**config.mk**
```make
export PLATFORM = sky130hd
export DESIGN_NAME = watch_event_nmi_enable
export DESIGN_NICKNAME = d
export VERILOG_FILES = /design/src/verilog/nmi_enable_pkg.sv /design/src/verilog/event_flag.sv /design/src/verilog/watch_event_nmi_enable.sv
export VERILOG_INCLUDE_DIRS = /design/src /design/src/verilog
export SDC_FILE = /design/constraint.sdc
export NUM_CORES = 1
export LEC_CHECK = 0
export ABC_CLOCK_PERIOD_IN_PS = 2100
export BUFFER_PORTS_ARGS = -buffer_cell sky130_fd_sc_hd__buf_2
export CAP_MARGIN = 10
export CORE_AREA = 2 2 96 98
export CTS_BUF_LIST = sky130_fd_sc_hd__clkbuf_16
export CTS_CLUSTER_SIZE = 14
export DETAILED_ROUTE_END_ITERATION = 10
export DIE_AREA = 0 0 98 100
export PLACE_DENSITY = 0.7
export SLEW_MARGIN = 20
export SYNTH_ARGS = -nofsm -noshare
export SYNTH_HDL_FRONTEND = slang
export SYNTH_HIERARCHICAL = 1
export SYNTH_SLANG_ARGS = --single-unit
```
**constraint.sdc**
```tcl
create_clock -name ref_clk -period 2.1 [get_ports ref_clk]
set_input_delay 0.105 -clock ref_clk [delete_from_list [all_inputs] [get_ports ref_clk]]
set_output_delay 0.105 -clock ref_clk [all_outputs]
set_load 0.1 [all_outputs]
```
**src/verilog/nmi_enable_defines.svh**
```systemverilog
`ifndef NMI_ENABLE_DEFINES_SVH
`define NMI_ENABLE_DEFINES_SVH

// =====================================================================
// register offsets (byte addresses)
`define DIRECT_OFFSET      12'h320
`define SET_OFFSET         12'h324
`define STATUS_OFFSET      12'h340
`define MASK_OFFSET        12'h344

// =====================================================================
// field positions
`define WATCH0_WRITE_BIT   0
`define WATCH0_READ_BIT    1
`define WATCH1_WRITE_BIT   2
`define WATCH1_READ_BIT    3
`define WATCH2_WRITE_BIT   4
`define WATCH2_READ_BIT    5
`define WATCH3_WRITE_BIT   6
`define WATCH3_READ_BIT    7
`define PERIPH0_WRITE_BIT  8
`define PERIPH0_READ_BIT   9
`define PERIPH1_WRITE_BIT  10
`define PERIPH1_READ_BIT   11
`define EVENT_COUNT        12

// =====================================================================
// reset values
`define ENABLE_RESET       12'h000
`define STATUS_RESET       12'h000
`define MASK_RESET         12'h000

// =====================================================================
// bus answers
`define RESP_OKAY          2'h0
`define RESP_SLVERR        2'h2

`endif

```
**src/verilog/nmi_enable_pkg.sv**
```systemverilog
package nmi_enable_pkg;
    typedef enum logic [1:0] {
        RD_IDLE = 2'b00,
        RD_BUSY = 2'b01
    } read_state_t;
    typedef logic [11:0] event_vec_t;
endpackage

```
**src/verilog/event_flag.sv**
```systemverilog
`timescale 1ns/1ps
`include "nmi_enable_defines.svh"

// one sticky bit; a set in the same cycle as a clear wins
module event_flag (
    // clock and reset
    input  wire logic ref_clk,
    input  wire logic sys_rst,
    input  wire logic clkEn,
    // control
    input  wire logic setIn,
    input  wire logic clearIn,
    // state
    output logic      flag
);
    logic flag_q;
    logic flag_d;

    always_comb begin
        flag_d = flag_q;
        if (clearIn) begin
            flag_d = 1'b0;
        end
        if (setIn) begin
            flag_d = 1'b1;
        end
    end

    always_ff @(posedge ref_clk) begin
        if (sys_rst) begin
            flag_q <= 1'b0;
        end else if (clkEn) begin
            flag_q <= flag_d;
        end
    end

    assign flag = flag_q;
endmodule

```
**src/verilog/watch_event_nmi_enable.sv**
```systemverilog
`timescale 1ns/1ps
`include "nmi_enable_defines.svh"

// Overview of operation
// - A one written to a bit of the set register turns on the NMI for that event.
// - Reading the set register returns each event's current NMI enable state.
// - The direct register holds a read-write enable bit for peripheral region 1 read access.
// - The set register has separate read and write bits per region, each setting only itself.
// - A one on the region 2 write bit enables only that event's NMI.
module watch_event_nmi_enable #(
    parameter int EVENTS = `EVENT_COUNT
) (
    // clock, reset, enable
    input  wire logic              ref_clk,
    input  wire logic              sys_rst,
    input  wire logic              clkEn,
    // axi4-lite write address
    input  wire logic [11:0]       s_axi_awaddr,
    input  wire logic              s_axi_awvalid,
    output logic                   s_axi_awready,
    // axi4-lite write data
    input  wire logic [31:0]       s_axi_wdata,
    input  wire logic [3:0]        s_axi_wstrb,
    input  wire logic              s_axi_wvalid,
    output logic                   s_axi_wready,
    // axi4-lite write response
    output logic [1:0]             s_axi_bresp,
    output logic                   s_axi_bvalid,
    input  wire logic              s_axi_bready,
    // axi4-lite read address
    input  wire logic [11:0]       s_axi_araddr,
    input  wire logic              s_axi_arvalid,
    output logic                   s_axi_arready,
    // axi4-lite read data
    output logic [31:0]            s_axi_rdata,
    output logic [1:0]             s_axi_rresp,
    output logic                   s_axi_rvalid,
    input  wire logic              s_axi_rready,
    // watch events, one-cycle pulses from same-clock logic
    input  wire logic [EVENTS-1:0] watchEvent,
    // outputs
    output logic                   nmiOut,
    output logic                   irqOut
);
    // =================================================================
    // write channel
    logic              awHeld_q, awHeld_d;
    logic              wHeld_q, wHeld_d;
    logic [11:0]       awAddr_q, awAddr_d;
    logic [31:0]       wData_q, wData_d;
    logic [3:0]        wStrb_q, wStrb_d;
    logic              bValid_q, bValid_d;
    logic [1:0]        bResp_q, bResp_d;
    logic [EVENTS-1:0] enable_q, enable_d;
    logic [EVENTS-1:0] mask_q, mask_d;
    logic [EVENTS-1:0] statusClr;
    logic [EVENTS-1:0] status;
    logic              doWrite;
    logic [31:0]       wMasked;

    // frozen: refuse new work, else a taken request would be lost
    assign s_axi_awready = !awHeld_q && !bValid_q && clkEn;
    assign s_axi_wready  = !wHeld_q && !bValid_q && clkEn;
    assign doWrite       = awHeld_q && wHeld_q && !bValid_q;

    always_comb begin
        awHeld_d  = awHeld_q;
        wHeld_d   = wHeld_q;
        awAddr_d  = awAddr_q;
        wData_d   = wData_q;
        wStrb_d   = wStrb_q;
        bValid_d  = bValid_q;
        bResp_d   = bResp_q;
        enable_d  = enable_q;
        mask_d    = mask_q;
        statusClr = '0;
        wMasked   = '0;
        for (int i = 0; i < 4; i++) begin
            wMasked[i*8 +: 8] = wStrb_q[i] ? wData_q[i*8 +: 8] : 8'h00;
        end
        if (s_axi_awvalid && s_axi_awready) begin
            awHeld_d = 1'b1;
            awAddr_d = s_axi_awaddr;
        end
        if (s_axi_wvalid && s_axi_wready) begin
            wHeld_d = 1'b1;
            wData_d = s_axi_wdata;
            wStrb_d = s_axi_wstrb;
        end
        if (doWrite) begin
            awHeld_d = 1'b0;
            wHeld_d  = 1'b0;
            bValid_d = 1'b1;
            bResp_d  = `RESP_OKAY;
            unique case (awAddr_q)
                `DIRECT_OFFSET: begin
                    // byte lanes honoured per bit
                    for (int i = 0; i < EVENTS; i++) begin
                        if (wStrb_q[i/8]) begin
                            enable_d[i] = wData_q[i];
                        end
                    end
                end
                `SET_OFFSET: begin
                    // ones set, zeros leave alone
                    enable_d = enable_q | wMasked[EVENTS-1:0];
                end
                `STATUS_OFFSET: statusClr = wMasked[EVENTS-1:0];
                `MASK_OFFSET: mask_d = wMasked[EVENTS-1:0];
                default: bResp_d = `RESP_SLVERR;
            endcase
        end
        if (bValid_q && s_axi_bready) begin
            bValid_d = 1'b0;
        end
    end

    always_ff @(posedge ref_clk) begin
        if (sys_rst) begin
            awHeld_q <= 1'b0;
            wHeld_q  <= 1'b0;
            awAddr_q <= 12'h000;
            wData_q  <= 32'h00000000;
            wStrb_q  <= 4'h0;
            bValid_q <= 1'b0;
            bResp_q  <= `RESP_OKAY;
            enable_q <= `ENABLE_RESET;
            mask_q   <= `MASK_RESET;
        end else if (clkEn) begin
            awHeld_q <= awHeld_d;
            wHeld_q  <= wHeld_d;
            awAddr_q <= awAddr_d;
            wData_q  <= wData_d;
            wStrb_q  <= wStrb_d;
            bValid_q <= bValid_d;
            bResp_q  <= bResp_d;
            enable_q <= enable_d;
            mask_q   <= mask_d;
        end
    end

    assign s_axi_bvalid = bValid_q;
    assign s_axi_bresp  = bResp_q;

    // =================================================================
    // sticky event status, set beats clear
    for (genvar g = 0; g < EVENTS; g++) begin : gFlag
        event_flag uFlag (
            .ref_clk (ref_clk),
            .sys_rst (sys_rst),
            .clkEn   (clkEn),
            .setIn   (watchEvent[g]),
            .clearIn (statusClr[g]),
            .flag    (status[g])
        );
    end

    // =================================================================
    // outputs
    logic nmi_q, nmi_d;
    logic irq_q, irq_d;

    always_comb begin
        nmi_d = |(status & enable_q);
        irq_d = |(status & mask_q);
    end

    always_ff @(posedge ref_clk) begin
        if (sys_rst) begin
            nmi_q <= 1'b0;
            irq_q <= 1'b0;
        end else if (clkEn) begin
            nmi_q <= nmi_d;
            irq_q <= irq_d;
        end
    end

    assign nmiOut = nmi_q;
    assign irqOut = irq_q;

    // =================================================================
    // read channel
    nmi_enable_pkg::read_state_t rdState_q, rdState_d;
    logic [31:0] rData_q, rData_d;
    logic [1:0]  rResp_q, rResp_d;

    // limitation: bready/rready must stay low while clkEn is low
    assign s_axi_arready = (rdState_q == nmi_enable_pkg::RD_IDLE) && clkEn;

    always_comb begin
        rdState_d = rdState_q;
        rData_d   = rData_q;
        rResp_d   = rResp_q;
        unique case (rdState_q)
            nmi_enable_pkg::RD_IDLE: begin
                if (s_axi_arvalid) begin
                    rdState_d = nmi_enable_pkg::RD_BUSY;
                    rData_d   = 32'h00000000;
                    rResp_d   = `RESP_OKAY;
                    unique case (s_axi_araddr)
                        `DIRECT_OFFSET: rData_d[EVENTS-1:0] = enable_q;
                        `SET_OFFSET:    rData_d[EVENTS-1:0] = enable_q;
                        `STATUS_OFFSET: rData_d[EVENTS-1:0] = status;
                        `MASK_OFFSET:   rData_d[EVENTS-1:0] = mask_q;
                        default:        rResp_d = `RESP_SLVERR;
                    endcase
                end
            end
            nmi_enable_pkg::RD_BUSY: begin
                if (s_axi_rready) begin
                    rdState_d = nmi_enable_pkg::RD_IDLE;
                end
            end
            default: rdState_d = nmi_enable_pkg::RD_IDLE;
        endcase
    end

    always_ff @(posedge ref_clk) begin
        if (sys_rst) begin
            rdState_q <= nmi_enable_pkg::RD_IDLE;
            rData_q   <= 32'h00000000;
            rResp_q   <= `RESP_OKAY;
        end else if (clkEn) begin
            rdState_q <= rdState_d;
            rData_q   <= rData_d;
            rResp_q   <= rResp_d;
        end
    end

    assign s_axi_rvalid = (rdState_q == nmi_enable_pkg::RD_BUSY);
    assign s_axi_rdata  = rData_q;
    assign s_axi_rresp  = rResp_q;

    // =================================================================
    // checks
    set_bit_on_a : assert property (@(posedge ref_clk) disable iff (sys_rst)
        (clkEn && doWrite && awAddr_q == `SET_OFFSET && wStrb_q[0] && wData_q[0])
        |=> enable_q[0]) else $error("set write did not enable bit 0");
    read_shows_a : assert property (@(posedge ref_clk) disable iff (sys_rst)
        (clkEn && s_axi_arvalid && s_axi_arready && s_axi_araddr == `SET_OFFSET)
        |=> s_axi_rdata[EVENTS-1:0] == $past(enable_q))
        else $error("set read does not show enables");
    direct_write_a : assert property (@(posedge ref_clk) disable iff (sys_rst)
        (clkEn && doWrite && awAddr_q == `DIRECT_OFFSET && wStrb_q[1])
        |=> enable_q[`PERIPH1_READ_BIT] == $past(wData_q[`PERIPH1_READ_BIT]))
        else $error("direct write lost peripheral region 1 read bit");
    bit_isolate_a : assert property (@(posedge ref_clk) disable iff (sys_rst)
        (clkEn && doWrite && awAddr_q == `SET_OFFSET
         && wMasked[11:0] == 12'h008)
        |=> enable_q == ($past(enable_q) | 12'h008))
        else $error("region 1 read bit touched other enables");
    region2_write_a : assert property (@(posedge ref_clk) disable iff (sys_rst)
        (clkEn && doWrite && awAddr_q == `SET_OFFSET
         && wMasked[11:0] == 12'h010)
        |=> enable_q == ($past(enable_q) | 12'h010))
        else $error("region 2 write bit touched other enables");
    zero_keeps_a : assert property (@(posedge ref_clk) disable iff (sys_rst)
        (clkEn && doWrite && awAddr_q == `SET_OFFSET)
        |=> (enable_q & $past(enable_q)) == $past(enable_q))
        else $error("set write cleared an enable");
    nmi_follows_a : assert property (@(posedge ref_clk) disable iff (sys_rst)
        (clkEn && |(status & enable_q)) |=> nmiOut)
        else $error("nmi missing for enabled event");
    resp_after_a : assert property (@(posedge ref_clk) disable iff (sys_rst)
        (clkEn && doWrite) |=> s_axi_bvalid)
        else $error("write response missing");
endmodule

```
---- Yosys cells after proc, flatten, opt, wreduce, memory -nomap -nowiden ----
Cells that the tools add are included.
word-level totals
  RAM bits ................................ 0
  memories kept ........................... 0
  output and inout bits ................... 43
  register bits after elaboration ......... 85
  bits in read-only memories .............. 0
  latch bits .............................. 0
cells by class
  bitwise logic cells ..................... 3
  reductions and logical operators ........ 58
  multiply operators ...................... 0
  add/sub/neg operators ................... 0
  $lt $le $gt $ge ......................... 0
  multiplexer cells ....................... 53
  equality and inequality tests ........... 13
  div/mod/pow operators ................... 0
  shifts and indexed selects .............. 0
operators by type and width
  operator              number
  $eq 12x10->1 const B  8
  $mux 1                42
  $pmux 12 s3           1
  $reduce_and 2->1      18
  $reduce_bool 2->1     16
  $and 12x12->12        2
  $mux 12               2
  $pmux 12 s2           1
  $reduce_or 12->1      2
  $or 12x12->12         1
  $logic_and 1x1->1     10
  $reduce_and 3->1      3
  $mux 2                4
  $mux 8                1
  $reduce_and 4->1      2
  $reduce_or 4->1       2
  $ne 2x2->1 const B    3
  $mux 4                1
  $pmux 2 s2            1
  $logic_not 1->1       3
  $eq 2x1->1 const B    1
  $logic_not 2->1       1
  $ne 2x1->1 const B    1
  $reduce_or 2->1       1

---- Logic depth before layout (Yosys ltp) ----
  word-level depth ........................ 6
  depth in mapped cells ................... 7
  mapped depth without buffers ............ 6

---- Cells and area by module ----
Netlist, hierarchy kept.
modules (own cells, without submodules)
  module                  cells each  times used  sequential area each (µm²)  area each (µm²)
  watch_event_nmi_enable  407         1           1401.3                      3311.9
  event_flag              4           12          20.0                        42.5

---- Worst setup path before layout ----
OpenSTA, ideal clock, no wires.
  path type ............................... register to register
  start ................................... register bValid_q (netlist: s_axi_bvalid)
  end ..................................... register awAddr_q[1]
  stages on the path, launching flop included .. 6
  buffers on the path ..................... 1
  arrival time ............................ 3.830 ns
  period minus slack after synthesis ...... 3.962 ns
  required time ........................... 1.968 ns
  path slack .............................. -1.862 ns
  path through ............................ dfxtp_1 nor3b_1 nand2_1 clkbuf_1 nand2_1 a21oi_1
on the way
  cells in the longest elaborated chain, start to end .. 5
RTL lines
  element                          RTL line                       source
  start, declared                  watch_event_nmi_enable.sv:52   logic bValid_q, bValid_d;
  start signal, assigned           watch_event_nmi_enable.sv:135  bValid_q <= bValid_d;
  $logic_not 1->1                  watch_event_nmi_enable.sv:62   assign s_axi_awready = !awHeld_q && !bValid_q && clkEn;
  $logic_and 1x1->1 (2 in series)  watch_event_nmi_enable.sv:62
  via s_axi_awready                watch_event_nmi_enable.sv:20   output logic s_axi_awready,
  $logic_and 1x1->1                watch_event_nmi_enable.sv:81   if (s_axi_awvalid && s_axi_awready) begin
  $reduce_and 2->1 (no line)       n/a
  end signal, assigned             watch_event_nmi_enable.sv:132  awAddr_q <= awAddr_d;
  end, declared                    watch_event_nmi_enable.sv:49   logic [11:0] awAddr_q, awAddr_d;
The timed path passes the listed nets, and every way through them passes these cells.
A chain may end at the register's enable or synchronous reset.

---- Worst setup path in the final report ----
  start ................................... register awAddr_q[3]
  end ..................................... register gFlag[7].uFlag.flag_q
on the way
  cells in the longest elaborated chain, start to end .. 5
RTL lines
  element                      RTL line                      source
  $eq 12x10->1                 watch_event_nmi_enable.sv:95  unique case (awAddr_q)
  $mux 12                      watch_event_nmi_enable.sv:95
  $mux 12                      watch_event_nmi_enable.sv:90  if (doWrite) begin
  via statusClr[7]             watch_event_nmi_enable.sv:56  logic [EVENTS-1:0] statusClr;
  $reduce_bool 2->1 (no line)  n/a
  $reduce_and 2->1 (no line)   n/a
  end signal, assigned         event_flag.sv:33              flag_q <= flag_d;
  end, declared                event_flag.sv:16              logic flag_q;
The timed path passes the listed nets, and every way through them passes these cells.

==> results.sh <==
export IMPL_p_switching_uw=1050
export IMPL_hold_viol=0
export IMPL_via_per_inst=5.43
export IMPL_cts_buffer_depth=2
export IMPL_clockPowerShare=0.440
export IMPL_synth_xor_area_frac=0.00458
export IMPL_postLayoutCellArea_um2=4500
export IMPL_dr_wl_met2_um=4330
export IMPL_syn_inst=455
export IMPL_ir_drop_mv=0.412
export IMPL_dpl_hpwl_um=6570
export IMPL_drive_gt1_frac=0.221
export IMPL_powerDensity_nw_per_um2=860
export IMPL_gr_total_overflow=0
export IMPL_wl_met1_um=4120
export IMPL_gp_congestion=0.866
export IMPL_worst_path_buf_inv=0
export IMPL_max_slew_worst_pin_slew_ns=0.897
export IMPL_final_util=0.507
export IMPL_grt_first_pass_wirelength_um=14900
export IMPL_core_area_um2=8890
export IMPL_dieArea_um2=9800
export IMPL_dieWidth_um=98
export IMPL_cts_sinks=82
export IMPL_p_int_uw=2830
export IMPL_antenna_found_initial=0
export IMPL_die_h_um=100
export IMPL_cp_arrival_ns=2.16
export IMPL_skew_ns=0.00492
export IMPL_min_period_ns=1.97
export IMPL_routedWlPerCell_um=14.5
export IMPL_drv_slew=0
export IMPL_num_antenna_cells=0
export IMPL_syn_cell_area_um2=3820
export IMPL_crit_fanout=8
export IMPL_initial_utilization=0.430
export IMPL_top_layer="met4"
export IMPL_rows=35
export IMPL_wl_met3_um=616
export IMPL_synth_simple_area_share=0.223
export IMPL_cts_clk_slew_worst_paths_ns=0.06
export IMPL_ys_ff_latch=82
export IMPL_p_seq_frac=0.428
export IMPL_avgSynthCellArea_um2=8.40
export IMPL_h_tree_depth=3
export IMPL_ys_flop_type="dfxtp_1"
export IMPL_area_delta_synth_final_pct=17.8
export IMPL_cts_resized=0
export IMPL_finalNonFillerCells=635
export IMPL_period_share=0.937
export IMPL_yosysSeqAreaShare=0.429
export IMPL_clk_latency_ns=0.33
export IMPL_synth_mux_area_frac=0.0314
export IMPL_cts_tree="built"
export IMPL_fin_tns_setup_ns=0
export IMPL_path_class="reg -> reg"
export IMPL_yosysUniqueCellTypes=38
export IMPL_nets=599
export IMPL_p_leak_uw=0.00181
export IMPL_io_buffers=78
export IMPL_fmax_mhz=508
export IMPL_synth_compound_area_frac=0.227
export IMPL_drtIter0Drc=222
export IMPL_cts_setup_buffers=0
export IMPL_async_flop_share=0
export IMPL_grt_max_degree=56
export IMPL_wl_um=9240
export IMPL_cp_start_kind="register"
export IMPL_crit_chain="nor4b_4, nand4_1, nor2_1, and2_1, a21bo_1, a21oi_2"
export IMPL_max_stage_delay_ns=0.48
export IMPL_synth_fa_ha_area_frac=0
export IMPL_setup_viol=0
export IMPL_required_ns=2.29
export IMPL_synth_top_area_frac=0.429
export IMPL_place_area_um2=4170
export IMPL_synth_top_family_by_area="compound AO/OA/AOI/OAI gates"
export IMPL_grt_pass1_vias=3096
export IMPL_ant_nets=0
export IMPL_vias=3445
export IMPL_power_uw=3870
export IMPL_synth_edf_count=0
export IMPL_ys_top_cells_by_count="nand2_1, dfxtp_1, a21oi_1"
export IMPL_slew_headroom=0.402
export IMPL_synthTopCellsByArea="dfxtp_1, nand2_1, a21oi_1, buf_4, o21ai_0"
export IMPL_synth_warning_count=6
export IMPL_synth_top_area_cell="dfxtp_1"
export IMPL_path_delay_family="simple AND/OR/NAND/NOR gates"
export IMPL_grt_usage=0.189
export IMPL_cp_slowest_cell="nor2_1"
export IMPL_hold_class="in -> reg"
export IMPL_place_inst=619
export IMPL_firstDrtPassIters=5
export IMPL_combPwrFrac=0.132
export IMPL_root_buffer="clkbuf_16"
export IMPL_status="completed"
export IMPL_numCtsBuffers=9
export IMPL_end_kind="register"
export IMPL_cap_viol_max_count=0
export IMPL_p_sw_frac=0.270
export IMPL_ioPinCount=123
export IMPL_drc=0
export IMPL_ctsHoldBuffers=0
export IMPL_synthMostInstantiatedCell="nand2_1"
export IMPL_rsz0062_at_grt="no"
-- power groups by stage --
| stage | Combinational (µW) | Clock (µW) | Sequential [µW] |
|---|---|---|---|
| after floorplan | 415 | 0 | 1710 |
| after global placement | 507 | 0 | 1690 |
| after detailed placement | 513 | 0 | 1690 |
| after CTS | 514 | 1720 | 1660 |
| after global routing | 550 | 1780 | 1660 |
| final | 512 | 1700 | 1660 |
-- final cells by class --
class | count | area, µm²
inverter | 2 | 7.51
tap | 111 | 139
multi-input combinational | 342 | 1960
timing repair buffer | 82 | 420
sequential | 82 | 1650
clock inverter | 6 | 78.8
clock buffer | 10 | 250
fill | 874 | 4390
-- metal layers --
layer	track usage	vias to the layer above
met3	0.0487	18
li1	-	1696
met4	0.0694	0
met5	0	-
met2	0.312	128
met1	0.241	1603
-- final timing paths --
| check | start | end | slack (ns) | depth (start not counted) |
|---|---|---|---|---|
| max | awAddr_q[3] | gFlag[7].uFlag/flag | 0.13 | 6 |
| min | s_axi_wdata[10] | wData_q[10] | 0.004 | 3 |
| max reg2reg | awAddr_q[3] | gFlag[7].uFlag/flag | 0.13 | 6 |
| min reg2reg | awAddr_q[8] | awAddr_q[8] | 0.46 | 2 |
-- registers in the layout, indices dropped and copies added, names as in the netlist, 2 cells and up --
register / flops
mask_q: 12
s_axi_rdata: 12
awAddr_q: 12
gFlag.uFlag/flag: 12
wData_q: 12
enable_q: 12
wStrb_q: 2
-- tightest hold or removal path, stage by stage --
cell	delay [ns]
buf_2	0.09
nand2_1	0.04
a21oi_1	0.05
-- logic make-up (layout without fill, tap and decap cells) --
group	Yosys count	after routing
flops	82	82
compound gates	137	137
buf+inv	52	100
xor+xnor	2	2
other cells	1	22
simple gates	169	169
mux	12	12
-- per-stage QoR --
stage / setup slack (ns) / hold slack (ns)
floorplan: 0.0205 / 0.167
global placement: 0.269 / 0.346
detailed placement: 0.194 / 0.353
CTS: 0.160 / 0.000954
global route: 0.0153 / 0.00872
finish: 0.133 / 0.00396
-- layout by cell type, fill, tap and decap left out, drive strengths merged, types with 10 or more instances in the layout --
cell	n
a21bo	12
and2	14
mux2i	12
conb	22
a21oi	66
buf	82
nand2	84
clkbuf	10
a22o	12
dfxtp	82
nand4	18
o21ai	36
nor2	13
nand3	14
No activity file was read; power rests on OpenSTA's default activity.
